`src/verilog/etd_cfg.svh`:
```
`ifndef ETD_CFG_SVH
`define ETD_CFG_SVH
// What this block does
// - A descriptor spans eight consecutive 32-bit words; the engine steps by that size.
// - Ownership bit 31 set means engine owns it; clear means host, engine suspends there.
// - Engine clears ownership after the frame is sent or the buffers are emptied.
// - Completion-interrupt bit 30 with final segment sets status register 5 bit 0.
// - Final segment bit 29; host gives a non-zero buffer size then.
// - Initial segment bit 28 starts a new frame.
// - Frame options are taken only from a descriptor with bit 28 set.
// - Bit 27 set stops the computed CRC being appended, unless padding applies.
// - Bit 26 set stops padding short frames; clear pads them to 64 bytes.
// - Bit 25 requests a hardware timestamp for this frame.
// - Bits 24 and 27 both set make the MAC overwrite the last four bytes.
// - Checksum mode 00 is off; 01 inserts the IP header checksum only.
// - Mode 10 adds payload checksum; 11 also sums the pseudo-header in hardware.
// - Ring-wrap bit 21 makes the next fetch come from the list base address.
// - Chained bit 20 makes word 3 the next address; second size is ignored.
// - With bits 21 and 20 both set, ring wrap wins.

`define ETD_DESC_BYTES   32'h0000_0020
`define ETD_OWN_BIT      31
`define ETD_IRQ_BIT      30
`define ETD_LAST_BIT     29
`define ETD_FIRST_BIT    28
`define ETD_NOCRC_BIT    27
`define ETD_NOPAD_BIT    26
`define ETD_STAMP_BIT    25
`define ETD_CRCOVR_BIT   24
`define ETD_CSUM_MSB     23
`define ETD_CSUM_LSB     22
`define ETD_WRAP_BIT     21
`define ETD_CHAIN_BIT    20
`define ETD_SIZE1_MSB    12
`define ETD_SIZE1_LSB    0
`define ETD_SIZE2_MSB    28
`define ETD_SIZE2_LSB    16
`define ETD_MIN_FRAME    8'h40

`define ETD_REG_CTRL     8'h00
`define ETD_REG_BASE     8'h04
`define ETD_REG_POLL     8'h08
`define ETD_REG_STATUS   8'h14
`define ETD_REG_CUR      8'h18
`define ETD_CTRL_EN_BIT  0
`define ETD_ST_DONE_BIT  0
`define ETD_ST_SUSP_BIT  2
`define ETD_RST_BASE     32'h0000_0000
`endif

```
`src/verilog/etd_pkg.sv`:
```
package etd_pkg;
    typedef enum logic [6:0] {
        ETD_IDLE  = 7'b0000001,
        ETD_RD    = 7'b0000010,
        ETD_RWAIT = 7'b0000100,
        ETD_BUF   = 7'b0001000,
        ETD_SENT  = 7'b0010000,
        ETD_WB    = 7'b0100000,
        ETD_SUSP  = 7'b1000000
    } etd_state_t;

    typedef enum logic [1:0] {
        ETD_CSUM_OFF  = 2'h0,
        ETD_CSUM_HDR  = 2'h1,
        ETD_CSUM_FULL = 2'h2,
        ETD_CSUM_PSEU = 2'h3
    } etd_csum_t;
endpackage

```
`src/verilog/etd_dec_if.sv`:
```
interface etd_dec_if;
    logic                    [31:0] word0;
    logic                           own;
    logic                           irq_when_sent;
    logic                           final_segment_flag;
    logic                           initial_segment_flag;
    logic                           crc_append;
    logic                           pad_enable;
    logic                           pad_crc;
    logic                           tx_stamp_request;
    logic                           crc_overwrite_request;
    etd_pkg::etd_csum_t             checksum_insert_mode;
    logic                           ring_wrap_flag;
    logic                           chained_next_address_flag;
    logic                           use_chain;

    modport dec (
        input  word0,
        output own, irq_when_sent, final_segment_flag, initial_segment_flag, crc_append,
        output pad_enable, pad_crc, tx_stamp_request, crc_overwrite_request,
        output checksum_insert_mode, ring_wrap_flag, chained_next_address_flag, use_chain
    );
    modport eng (
        output word0,
        input  own, irq_when_sent, final_segment_flag, initial_segment_flag, crc_append,
        input  pad_enable, pad_crc, tx_stamp_request, crc_overwrite_request,
        input  checksum_insert_mode, ring_wrap_flag, chained_next_address_flag, use_chain
    );
endinterface

```
`src/verilog/etd_word0_dec.sv`:
```
`include "etd_cfg.svh"
module etd_word0_dec (
    etd_dec_if.dec d
);
    always_comb begin
        d.own                       = d.word0[`ETD_OWN_BIT];
        d.irq_when_sent             = d.word0[`ETD_IRQ_BIT];
        d.final_segment_flag        = d.word0[`ETD_LAST_BIT];
        d.initial_segment_flag      = d.word0[`ETD_FIRST_BIT];
        d.crc_append                = ~d.word0[`ETD_NOCRC_BIT];
        d.pad_enable                = ~d.word0[`ETD_NOPAD_BIT];
        // Padding needs a CRC after it, so the no-CRC bit cannot suppress it.
        d.pad_crc                   = ~d.word0[`ETD_NOPAD_BIT];
        d.tx_stamp_request          = d.word0[`ETD_STAMP_BIT];
        d.crc_overwrite_request     = d.word0[`ETD_CRCOVR_BIT]
                                      & d.word0[`ETD_NOCRC_BIT];
        d.checksum_insert_mode      = etd_pkg::etd_csum_t'(
                                      d.word0[`ETD_CSUM_MSB:`ETD_CSUM_LSB]);
        d.ring_wrap_flag            = d.word0[`ETD_WRAP_BIT];
        d.chained_next_address_flag = d.word0[`ETD_CHAIN_BIT];
        d.use_chain                 = d.word0[`ETD_CHAIN_BIT]
                                      & ~d.word0[`ETD_WRAP_BIT];
    end
endmodule

```
`src/verilog/etd_tx_desc.sv`:
```
`include "etd_cfg.svh"
module etd_tx_desc (
    // Clock and reset.
    input  wire logic                core_clk_i,
    input  wire logic                rst_i,
    // Register port.
    input  wire logic [7:0]          reg_addr_i,
    input  wire logic [31:0]         reg_wdata_i,
    input  wire logic                reg_wr_i,
    input  wire logic                reg_rd_i,
    output logic      [31:0]         reg_rdata_o,
    // Descriptor memory port.
    output logic                     mem_rd_o,
    output logic                     mem_wr_o,
    output logic      [31:0]         mem_addr_o,
    output logic      [31:0]         mem_wdata_o,
    input  wire logic [31:0]         mem_rdata_i,
    input  wire logic                mem_rvalid_i,
    // Buffer hand-off to the transmit path.
    output logic                     buf_valid_o,
    output logic      [31:0]         buf_addr_o,
    output logic      [12:0]         buf_len_o,
    output logic                     buf_first_o,
    output logic                     buf_last_o,
    input  wire logic                buf_done_i,
    input  wire logic                frame_sent_i,
    // Per-frame options toward the MAC.
    output logic                     frame_start_o,
    output logic                     crc_append_o,
    output logic                     pad_enable_o,
    output logic                     pad_crc_o,
    output logic                     tx_stamp_o,
    output logic                     crc_overwrite_o,
    output logic      [1:0]          csum_mode_o,
    // Status.
    output logic                     tx_done_o,
    output logic                     suspended_o
);
    etd_dec_if dec_if ();

    etd_pkg::etd_state_t state, next_state;
    logic [1:0]  idx, next_idx;
    logic        bsel, next_bsel;
    logic [31:0] cur_addr, next_cur_addr;
    logic [31:0] base_addr, next_base_addr;
    logic        ctrl_en, next_ctrl_en;
    logic [31:0] desc_w [0:3];
    logic [31:0] next_desc_w [0:3];
    logic        next_mem_rd, next_mem_wr;
    logic [31:0] next_mem_addr, next_mem_wdata, next_rdata;
    logic        next_buf_valid, next_buf_first, next_buf_last;
    logic [31:0] next_buf_addr;
    logic [12:0] next_buf_len;
    logic        next_frame_start, next_crc_append, next_pad_enable, next_pad_crc;
    logic        next_tx_stamp, next_crc_overwrite, next_tx_done;
    logic [1:0]  next_csum_mode;
    logic [12:0] size1, size2;
    logic        word0_arrives;

    assign word0_arrives = (state == etd_pkg::ETD_RWAIT) && mem_rvalid_i && (idx == 2'h0);
    assign dec_if.word0  = word0_arrives ? mem_rdata_i : desc_w[0];
    assign size1 = desc_w[1][`ETD_SIZE1_MSB:`ETD_SIZE1_LSB];
    assign size2 = desc_w[1][`ETD_SIZE2_MSB:`ETD_SIZE2_LSB];

    etd_word0_dec u_dec (
        .d (dec_if.dec)
    );

    always_comb begin
        logic fin;
        fin = 1'b0;
        next_state         = state;
        next_idx           = idx;
        next_bsel          = bsel;
        next_cur_addr      = cur_addr;
        next_base_addr     = base_addr;
        next_ctrl_en       = ctrl_en;
        next_desc_w        = desc_w;
        next_mem_rd        = 1'b0;
        next_mem_wr        = 1'b0;
        next_mem_addr      = mem_addr_o;
        next_mem_wdata     = mem_wdata_o;
        next_rdata         = 32'h0000_0000;
        next_buf_valid     = buf_valid_o;
        next_buf_addr      = buf_addr_o;
        next_buf_len       = buf_len_o;
        next_buf_first     = buf_first_o;
        next_buf_last      = buf_last_o;
        next_frame_start   = 1'b0;
        next_crc_append    = crc_append_o;
        next_pad_enable    = pad_enable_o;
        next_pad_crc       = pad_crc_o;
        next_tx_stamp      = tx_stamp_o;
        next_crc_overwrite = crc_overwrite_o;
        next_csum_mode     = csum_mode_o;
        next_tx_done       = tx_done_o;

        if (reg_wr_i) begin
            unique case (reg_addr_i)
                `ETD_REG_CTRL: next_ctrl_en = reg_wdata_i[`ETD_CTRL_EN_BIT];
                `ETD_REG_BASE: begin
                    next_base_addr = reg_wdata_i;
                    if (state == etd_pkg::ETD_IDLE || state == etd_pkg::ETD_SUSP) begin
                        next_cur_addr = reg_wdata_i;
                    end
                end
                `ETD_REG_STATUS: begin
                    if (reg_wdata_i[`ETD_ST_DONE_BIT]) begin
                        next_tx_done = 1'b0;
                    end
                end
                default: ;
            endcase
        end
        if (reg_rd_i) begin
            unique case (reg_addr_i)
                `ETD_REG_CTRL:   next_rdata[`ETD_CTRL_EN_BIT] = ctrl_en;
                `ETD_REG_BASE:   next_rdata = base_addr;
                `ETD_REG_STATUS: begin
                    next_rdata[`ETD_ST_DONE_BIT] = tx_done_o;
                    next_rdata[`ETD_ST_SUSP_BIT] = suspended_o;
                end
                `ETD_REG_CUR:    next_rdata = cur_addr;
                default: ;
            endcase
        end

        unique case (state)
            etd_pkg::ETD_IDLE: begin
                if (ctrl_en) begin
                    next_idx   = 2'h0;
                    next_state = etd_pkg::ETD_RD;
                end
            end
            etd_pkg::ETD_RD: begin
                next_mem_rd   = 1'b1;
                next_mem_addr = cur_addr + {28'h0000_000, idx, 2'h0};
                next_state    = etd_pkg::ETD_RWAIT;
            end
            etd_pkg::ETD_RWAIT: begin
                if (mem_rvalid_i) begin
                    next_desc_w[idx] = mem_rdata_i;
                    next_idx         = idx + 2'h1;
                    next_state       = (idx == 2'h3) ? etd_pkg::ETD_BUF : etd_pkg::ETD_RD;
                    if (idx == 2'h0) begin
                        // A host-owned word stops the walk; nothing of it is acted on.
                        if (!dec_if.own) begin
                            next_state = etd_pkg::ETD_SUSP;
                        end else if (dec_if.initial_segment_flag) begin
                            next_frame_start   = 1'b1;
                            next_crc_append    = dec_if.crc_append;
                            next_pad_enable    = dec_if.pad_enable;
                            next_pad_crc       = dec_if.pad_crc;
                            next_tx_stamp      = dec_if.tx_stamp_request;
                            next_crc_overwrite = dec_if.crc_overwrite_request;
                            next_csum_mode     = dec_if.checksum_insert_mode;
                        end
                    end
                    next_bsel = 1'b0;
                end
            end
            etd_pkg::ETD_BUF: begin
                if (buf_valid_o) begin
                    if (buf_done_i) begin
                        next_buf_valid = 1'b0;
                        next_bsel      = 1'b1;
                        fin            = bsel;
                    end
                end else if (!bsel) begin
                    if (size1 != 13'h0000) begin
                        next_buf_valid = 1'b1;
                        next_buf_addr  = desc_w[2];
                        next_buf_len   = size1;
                    end else begin
                        next_bsel = 1'b1;
                    end
                end else if (!dec_if.use_chain && size2 != 13'h0000) begin
                    next_buf_valid = 1'b1;
                    next_buf_addr  = desc_w[3];
                    next_buf_len   = size2;
                end else begin
                    fin = 1'b1;
                end
                next_buf_first = dec_if.initial_segment_flag;
                next_buf_last  = dec_if.final_segment_flag;
                if (fin) begin
                    next_state = dec_if.final_segment_flag ? etd_pkg::ETD_SENT
                                                           : etd_pkg::ETD_WB;
                end
            end
            etd_pkg::ETD_SENT: begin
                if (frame_sent_i) begin
                    if (dec_if.irq_when_sent) begin
                        next_tx_done = 1'b1;
                    end
                    next_state = etd_pkg::ETD_WB;
                end
            end
            etd_pkg::ETD_WB: begin
                next_mem_wr    = 1'b1;
                next_mem_addr  = cur_addr;
                next_mem_wdata = desc_w[0] & ~(32'h0000_0001 << `ETD_OWN_BIT);
                if (dec_if.ring_wrap_flag) begin
                    next_cur_addr = base_addr;
                end else if (dec_if.use_chain) begin
                    next_cur_addr = desc_w[3];
                end else begin
                    next_cur_addr = cur_addr + `ETD_DESC_BYTES;
                end
                next_idx   = 2'h0;
                next_state = ctrl_en ? etd_pkg::ETD_RD : etd_pkg::ETD_IDLE;
            end
            etd_pkg::ETD_SUSP: begin
                if (reg_wr_i && reg_addr_i == `ETD_REG_POLL) begin
                    next_idx   = 2'h0;
                    next_state = etd_pkg::ETD_RD;
                end else if (!ctrl_en) begin
                    next_state = etd_pkg::ETD_IDLE;
                end
            end
        endcase
    end

    always_ff @(posedge core_clk_i) begin
        if (rst_i) begin
            state           <= etd_pkg::ETD_IDLE;
            idx             <= 2'h0;
            bsel            <= 1'b0;
            cur_addr        <= `ETD_RST_BASE;
            base_addr       <= `ETD_RST_BASE;
            ctrl_en         <= 1'b0;
            for (int i = 0; i < 4; i++) begin
                desc_w[i] <= 32'h0000_0000;
            end
            mem_rd_o        <= 1'b0;
            mem_wr_o        <= 1'b0;
            mem_addr_o      <= 32'h0000_0000;
            mem_wdata_o     <= 32'h0000_0000;
            reg_rdata_o     <= 32'h0000_0000;
            buf_valid_o     <= 1'b0;
            buf_addr_o      <= 32'h0000_0000;
            buf_len_o       <= 13'h0000;
            buf_first_o     <= 1'b0;
            buf_last_o      <= 1'b0;
            frame_start_o   <= 1'b0;
            crc_append_o    <= 1'b1;
            pad_enable_o    <= 1'b1;
            pad_crc_o       <= 1'b1;
            tx_stamp_o      <= 1'b0;
            crc_overwrite_o <= 1'b0;
            csum_mode_o     <= 2'h0;
            tx_done_o       <= 1'b0;
            suspended_o     <= 1'b0;
        end else begin
            state           <= next_state;
            idx             <= next_idx;
            bsel            <= next_bsel;
            cur_addr        <= next_cur_addr;
            base_addr       <= next_base_addr;
            ctrl_en         <= next_ctrl_en;
            desc_w          <= next_desc_w;
            mem_rd_o        <= next_mem_rd;
            mem_wr_o        <= next_mem_wr;
            mem_addr_o      <= next_mem_addr;
            mem_wdata_o     <= next_mem_wdata;
            reg_rdata_o     <= next_rdata;
            buf_valid_o     <= next_buf_valid;
            buf_addr_o      <= next_buf_addr;
            buf_len_o       <= next_buf_len;
            buf_first_o     <= next_buf_first;
            buf_last_o      <= next_buf_last;
            frame_start_o   <= next_frame_start;
            crc_append_o    <= next_crc_append;
            pad_enable_o    <= next_pad_enable;
            pad_crc_o       <= next_pad_crc;
            tx_stamp_o      <= next_tx_stamp;
            crc_overwrite_o <= next_crc_overwrite;
            csum_mode_o     <= next_csum_mode;
            tx_done_o       <= next_tx_done;
            suspended_o     <= (next_state == etd_pkg::ETD_SUSP);
        end
    end
endmodule

```
`config.mk`:
```
export PLATFORM = sky130hd
export DESIGN_NAME = etd_tx_desc
export DESIGN_NICKNAME = d
export VERILOG_FILES = /design/src/verilog/etd_pkg.sv /design/src/verilog/etd_dec_if.sv /design/src/verilog/etd_word0_dec.sv /design/src/verilog/etd_tx_desc.sv
export VERILOG_INCLUDE_DIRS = /design/src /design/src/verilog
export SDC_FILE = /design/constraint.sdc
export NUM_CORES = 1
export LEC_CHECK = 0
export BUFFER_PORTS_ARGS = -buffer_cell sky130_fd_sc_hd__buf_2
export CAP_MARGIN = 20
export CORE_UTILIZATION = 61
export CTS_CLUSTER_SIZE = 14
export DETAILED_ROUTE_END_ITERATION = 10
export HOLD_SLACK_MARGIN = 0.1
export PLACE_DENSITY = 0.81
export SLEW_MARGIN = 15
export SYNTH_ARGS = -nofsm -noshare
export SYNTH_HDL_FRONTEND = slang
export SYNTH_SLANG_ARGS = --single-unit
```
`constraint.sdc`:
```
create_clock -name core_clk_i -period 4.5 [get_ports core_clk_i]
set_input_delay 0.9 -clock core_clk_i [delete_from_list [all_inputs] [get_ports core_clk_i]]
set_output_delay 0.9 -clock core_clk_i [all_outputs]
set_load 0.03 [all_outputs]
```
### Yosys cells after proc, flatten, opt, wreduce, memory -nomap -nowiden

Cells that the tools add are included.
Widths: inputs -> output; s select.

| storage, ports and cells | value |
|---|---|
| bits of input ports | 79 |
| register bits after elaboration | 357 |
| logic and storage cells | 153 |

| cells by class | value |
|---|---|
| mux-type cells | 62 |
| equality and inequality tests | 18 |
| bitwise operators | 12 |
| $lt $le $gt $ge | 2 |
| add/subtract/negate cells | 3 |
| reduce and logical (&&, ||, !) cells | 28 |

Operators by type and width:

| cell | number |
|---|---|
| $mux 32 | 11 |
| $bwmux 128 | 1 |
| $demux 32 s2 | 1 |
| $pmux 32 s2 | 1 |
| $pmux 29 s2 | 1 |
| $mux 7 | 8 |
| $pmux 7 s7 | 1 |
| $mux 13 | 3 |
| $add 32x4->32 | 1 |
| $add 32x6->32 const B | 1 |
| $reduce_bool 13->1 | 2 |
| $mux 1 | 24 |
| $eq 8x5->1 const B | 2 |
| $eq 7x7->1 const B | 2 |
| $reduce_bool 2->1 | 6 |
| $not 1->1 | 9 |
| $eq 8x3->1 const B | 1 |
| $eq 8x4->1 const B | 1 |
| $logic_not 8->1 | 1 |
| $mux 2 | 4 |
| $pmux 2 s4 | 1 |
| $reduce_and 4->1 | 2 |
| $eq 7x1->1 const B | 1 |
| $eq 7x2->1 const B | 1 |
| other kinds (28) | 39 |

### Logic depth before layout (Yosys ltp)

| depth | value |
|---|---|
| word-level depth | 15 |
| gate-level depth with buffers | 11 |
| mapped depth without buffers | 8 |

### Modules after synthesis

Synthesis repeated with hierarchy kept, for this count alone.

| unflattened totals | value |
|---|---|
| cells, all modules | 1856 |
| area, all modules | 15310.9 sq um |

By module, submodules not included:

| module | seq. area each (sq um) | area each (sq um) | times used | cells an instance |
|---|---|---|---|---|
| etd_tx_desc | 7046.8 | 15208.3 | 1 | 1842 |
| etd_word0_dec | 0.0 | 102.6 | 1 | 14 |

### Least setup slack after synthesis

Ideal clock, no wire load.

| timing path | value |
|---|---|
| kind | input to register |
| from | input reg_addr_i[1] |
| to | register idx[1] |
| stages on the path | 6 |
| arrival time | 2.551 ns |
| setup slack | 1.884 ns |
| buffers on the path | 0 |
| path through | nor4_1 nand4_1 and3_1 or4_1 mux2_2 nor2_1 |

| between the ends | value |
|---|---|
| word-level cells in the longest chain between the ends | 4 |

Ends and longest elaborated chain:

| item | line | RTL |
|---|---|---|
| start, declared | etd_tx_desc.sv:7 | `input wire logic [7:0] reg_addr_i,` |
| $eq 8x4->1 (no line) | - |  |
| $logic_and 1x1->1 (no line) | - |  |
| $ne 2x1->1 (no line) | - |  |
| $reduce_and 4->1 (no line) | - |  |
| end signal, assigned | etd_tx_desc.sv:256 | `idx <= next_idx;` |
| end, declared | etd_tx_desc.sv:42 | `logic [1:0] idx, next_idx;` |

Every way passes these cells.
A chain may end at the register's enable or synchronous reset.

### Worst setup path in the final report

| timing path | value |
|---|---|
| from | register state[6] |
| to | register cur_addr[4] |

| between the ends | value |
|---|---|
| word-level cells in the longest chain between the ends | 9 |
| elaborated cells between the ends (all ways) | 17 |
| classes of those cells | eq/ne (4); mux (4); bitwise (2); reduce/logical (7) |

Ends and longest elaborated chain:

| item | line | RTL |
|---|---|---|
| start, declared | etd_tx_desc.sv:41 | `etd_pkg::etd_state_t state, next_state;` |
| start signal, assigned | etd_tx_desc.sv:226 | `state <= etd_pkg::ETD_IDLE;` |
| start signal, assigned | etd_tx_desc.sv:255 | `state <= next_state;` |
| $eq 7x3->1 | etd_tx_desc.sv:60 | `assign word0_arrives = (state == etd_pkg::ETD_RWAIT) && mem_rvalid_i && (idx == 2'h0);` |
| $logic_and 1x1->1 (2 in a row) | etd_tx_desc.sv:60 |  |
| $mux 32 | etd_tx_desc.sv:61 | `assign dec_if.word0 = word0_arrives ? mem_rdata_i : desc_w[0];` |
| $not 1->1 | etd_word0_dec.sv:22 | `` & ~d.word0[`ETD_WRAP_BIT]; `` |
| $and 1x1->1 | etd_word0_dec.sv:21 | `` d.use_chain = d.word0[`ETD_CHAIN_BIT] `` |
| $mux 32 | etd_tx_desc.sv:205 | `end else if (dec_if.use_chain) begin` |
| $mux 32 | etd_tx_desc.sv:203 | `if (dec_if.ring_wrap_flag) begin` |
| $mux 32 | etd_tx_desc.sv:128 | `unique case (state)` |
| end signal, assigned | etd_tx_desc.sv:229 | `` cur_addr <= `ETD_RST_BASE; `` |
| end signal, assigned | etd_tx_desc.sv:258 | `cur_addr <= next_cur_addr;` |
| end, declared | etd_tx_desc.sv:44 | `logic [31:0] cur_addr, next_cur_addr;` |

Several ways; a longest one is shown, not always the timed one.

==> results.rst <==
.. list-table::
   :header-rows: 1

   * - Metric
     - Value
   * - Result of the run
     - finished, final reports clean
   * - Leakage dissipation
     - between 6 and 7 nW
   * - Number of port buffers
     - between 200 and 250
   * - Via count of the routed design
     - roughly 14000
   * - Data required, critical path
     - just under 5 ns
   * - Detail-routed via count per cell
     - between 6 and 7
   * - Post-CTS Setup Inserts
     - 0
   * - Cell taking the most area after synthesis
     - sky130_fd_sc_hd__dfxtp_1
   * - Setup Viol. Count Final
     - 0
   * - Post-Synth XOR/XNOR Area
     - 0.02779
   * - Share of the yosys chip area belonging to registers
     - 0.4632
   * - Async SR Flop Fraction
     - 0
   * - Placed wire-length estimate
     - between 30 and 40 mm
   * - Die boundary width
     - around 160 um
   * - Die footprint
     - ~25000 sq um
   * - Total of cells resized after clock tree synthesis
     - 0
   * - Maximum cell stage delay along the critical path
     - approximately 0.7 ns
   * - Multiplexer share of the synthesized area
     - 0.04152
   * - Latest clock arrival within the worst-skew pair
     - 0.53 ns
   * - Power, Total
     - about 6.4 mW
   * - Post-route minimum period
     - between 3 and 4 ns
   * - Final clock skew
     - 0.01382 ns
   * - Core area
     - around 24000 sq um
   * - Main combinational cell family by area after synthesis
     - simple AND/OR/NAND/NOR gates
   * - Placed standard-cell area
     - about 16000 sq um
   * - Avg Cell Area, Syn
     - around 8.1 sq um
   * - Yosys top cell area share
     - 0.4632
   * - Die Y
     - ~160 um
   * - Top Ports
     - approximately 240
   * - Mapped Nets
     - between 1500 and 2000
   * - Worst Path Class, Setup
     - reg2reg
   * - Number of enable flip-flop cells after synthesis
     - 0
   * - TritonCTS buffer count
     - 36
   * - Worst path cell trace
     - nor3_2 -> and3_2 -> buf_4 -> nor2_1 -> a221oi_1 -> nand2_1 -> o31ai_1
   * - Highest clock frequency the design can meet
     - between 0.3 and 0.4 GHz
   * - Power Dens Cells
     - approximately 360 nW/um^2
   * - Total detailed-routing wirelength
     - 45.68 mm
   * - Max-slew headroom at the worst pin
     - 0.2820
   * - Combined area of all synthesized cells
     - ~15000 sq um
   * - Std cell rows
     - 57
   * - Count leader, synth
     - sky130_fd_sc_hd__nand2_1
   * - Number of diodes added for antenna fixing
     - 0
   * - Max-cap check violation count
     - 0
   * - Hold WC Path Type
     - reg2reg
   * - Via count of the first global-routing pass
     - approximately 13000
   * - Worst path top cell family by delay
     - simple AND/OR/NAND/NOR gates
   * - Crit path max fanout
     - between 60 and 70
   * - # nets final
     - between 2000 and 2500
   * - Final GP Congestion
     - between 0.9 and 1
   * - Critical path buffers and inverters
     - 1
   * - Final worst path period share
     - 0.6859
   * - Share of final-layout standard cells stronger than drive strength 1
     - 0.1736
   * - Final hold vios
     - 0
   * - DR pass1 iterations
     - 5
   * - Drt first-iter violations
     - about 1500
   * - Cells after Synth
     - between 1500 and 2000
   * - Clock root buffer
     - sky130_fd_sc_hd__clkbuf_16
   * - Final core occ
     - 0.7165
   * - Total GRT Usage
     - 0.3517
   * - Global route overflow
     - 0
   * - Global-route wire length before repair
     - around 72 mm
   * - Distinct cell type count of the synthesized netlist
     - 75
   * - Slowest cell on crit path
     - sky130_fd_sc_hd__a221oi_1
   * - RSZ-0062 raised after global routing
     - false
   * - Initial antenna violation count
     - 0
   * - Critical path capture point type
     - flip-flop
   * - Prevailing post-synth register cell
     - sky130_fd_sc_hd__dfxtp_1
   * - Post-route DRC
     - 0
   * - Maximum number of pins on one net before global-route repair
     - 92
   * - Clock slew at reported path FFs
     - roughly 0.060 ns
   * - Peak VDD IR
     - 0.3422 mV
   * - CTS H-tree lvls
     - 2
   * - CP startpoint kind
     - flip-flop
   * - Maximum buffer depth of the clock tree
     - 3
   * - Final TNS setup
     - 0 ns
   * - Synth warnings
     - 0
   * - Adder-cell share of the synthesized area
     - 0.007940
   * - Detailed-route wire length per cell
     - roughly 19 um
   * - Worst endpoint data arrival time
     - ~3.5 ns
   * - Seq cells post-synth
     - 350
   * - Antenna-violating nets left
     - 0
   * - Post-synth top cells
     - sky130_fd_sc_hd__nand2_1, sky130_fd_sc_hd__dfxtp_1, sky130_fd_sc_hd__a21oi_1
   * - Post-CTS Hold Fix Bufs
     - 0
   * - Slew at the pin closest to its max-slew limit
     - around 1.1 ns
   * - CTS Sinks
     - 350
   * - Top area cells in the synthesized netlist
     - sky130_fd_sc_hd__dfxtp_1, sky130_fd_sc_hd__nand2_1, sky130_fd_sc_hd__a21oi_1, sky130_fd_sc_hd__nor2_1, sky130_fd_sc_hd__mux2i_1
   * - Simple-gate portion of the synthesized area
     - 0.2173
   * - Non-Filler Cell Area, Final
     - between 15000 and 20000 sq um
   * - Final-layout worst hold slack
     - approximately 0.45 ns
   * - Area fraction in compound gates after synthesis
     - 0.1881
   * - Max-slew violation total from the final report
     - 0
   * - Number of filler instances in the final layout
     - ~2000
   * - Area added between synthesis and finish
     - 15.19%
   * - Initial standard-cell utilization of the core
     - 0.6220
   * - TritonCTS clock tree
     - built
-- metal layers --
metal,global-route usage,vias up,wire length (um)
met2,0.5361,790,20110
met1,0.4840,6696,19330
li1,-,6726,-
met4,0.1412,0,1705
met3,0.07632,104,4538
met5,0,-,0
-- sequential cells by signal, summed over array words and instances (netlist names), 2 cells and up --
register     flops
idx              2
mem_wdata_o     31
mem_addr_o      32
state            7
base_addr       32
desc_w         121
csum_mode_o      2
cur_addr        32
buf_addr_o      32
buf_len_o       13
reg_rdata_o     32
-- cell usage in the layout, fill, tap and decap left out, types with 11 or more instances in the layout --
master / count
sky130_fd_sc_hd__o211ai_1: 12
sky130_fd_sc_hd__o21ai_0: 31
sky130_fd_sc_hd__a221oi_1: 13
sky130_fd_sc_hd__a22oi_1: 32
sky130_fd_sc_hd__buf_2: 232
sky130_fd_sc_hd__xnor2_1: 24
sky130_fd_sc_hd__nor3_1: 28
sky130_fd_sc_hd__nor4_1: 17
sky130_fd_sc_hd__nor2_1: 165
sky130_fd_sc_hd__o31ai_1: 14
sky130_fd_sc_hd__and3_1: 11
sky130_fd_sc_hd__a211oi_1: 73
sky130_fd_sc_hd__nand2b_1: 12
sky130_fd_sc_hd__nand4_1: 20
sky130_fd_sc_hd__mux2i_1: 54
sky130_fd_sc_hd__xor2_1: 24
sky130_fd_sc_hd__nand3_1: 24
sky130_fd_sc_hd__buf_4: 31
sky130_fd_sc_hd__dfxtp_1: 349
sky130_fd_sc_hd__clkbuf_16: 36
sky130_fd_sc_hd__inv_1: 11
sky130_fd_sc_hd__a21oi_1: 224
sky130_fd_sc_hd__nand2_1: 441
-- kinds of logic (layout without fill, tap and decap cells) --
| logic type | count (synthesis) | after routing |
|---|---|---|
| AND/OR/NAND/NOR | 766 | 766 |
| adder cells (fa/ha/maj) | 9 | 9 |
| flip-flops | 350 | 350 |
| other | 1 | 1 |
| AO/OA/AOI/OAI | 455 | 455 |
| XOR/XNOR | 48 | 48 |
| buffers and inverters | 170 | 338 |
| multiplexers | 61 | 61 |
-- cell type report --
class | instances | area, sq um | area share
flip-flops and latches | 350 | 7008 | 0.4022
inverters | 11 | 41.29 | 0.002370
repair buffers | 264 | 1408 | 0.08078
clock buffers | 47 | 992.2 | 0.05694
clock inverters | 16 | 230.2 | 0.01321
well taps | 324 | 405.4 | 0.02327
multi-input cells | 1340 | 7340 | 0.4212
-- worst paths after layout --
path                                            startpoint                          to  slack, ns  cells after the start
worst max-delay path                   state[6]$_SDFF_PP0_    cur_addr[4]$_SDFFE_PP0P_       1.41                      7
worst max register to register         state[6]$_SDFF_PP0_    cur_addr[4]$_SDFFE_PP0P_       1.41                      7
worst min register to register  mem_addr_o[1]$_SDFFE_PP0P_  mem_addr_o[1]$_SDFFE_PP0P_       0.45                      2
worst min-delay path            mem_addr_o[1]$_SDFFE_PP0P_  mem_addr_o[1]$_SDFFE_PP0P_       0.45                      2
-- through the flow --
step,std cells,setup WS [ns]
after floorplan,1860,1.884
after global placement,2289,1.518
after detailed placement,2289,1.464
after CTS,2352,1.479
after global routing,2352,1.169
final,2352,1.413
-- power by group --
group	total [mW]	internal [mW]	leakage [nW]	switching, mW
logic	0.155	0.0401	2.91	0.115
clock network	3.10	1.85	0.589	1.25
registers	3.10	3.10	2.82	0.00155
total	6.35	4.99	6.32	1.36
-- worst register-to-register path: stages (launching register included) --
cell and delay [ns]:
sky130_fd_sc_hd__dfxtp_1 0.44, sky130_fd_sc_hd__nor3_2 0.50, sky130_fd_sc_hd__and3_2 0.28, sky130_fd_sc_hd__buf_4 0.61, sky130_fd_sc_hd__nor2_1 0.21, sky130_fd_sc_hd__a221oi_1 0.72
sky130_fd_sc_hd__nand2_1 0.14, sky130_fd_sc_hd__o31ai_1 0.09
Note: power is estimated with default switching activity, not from simulation.
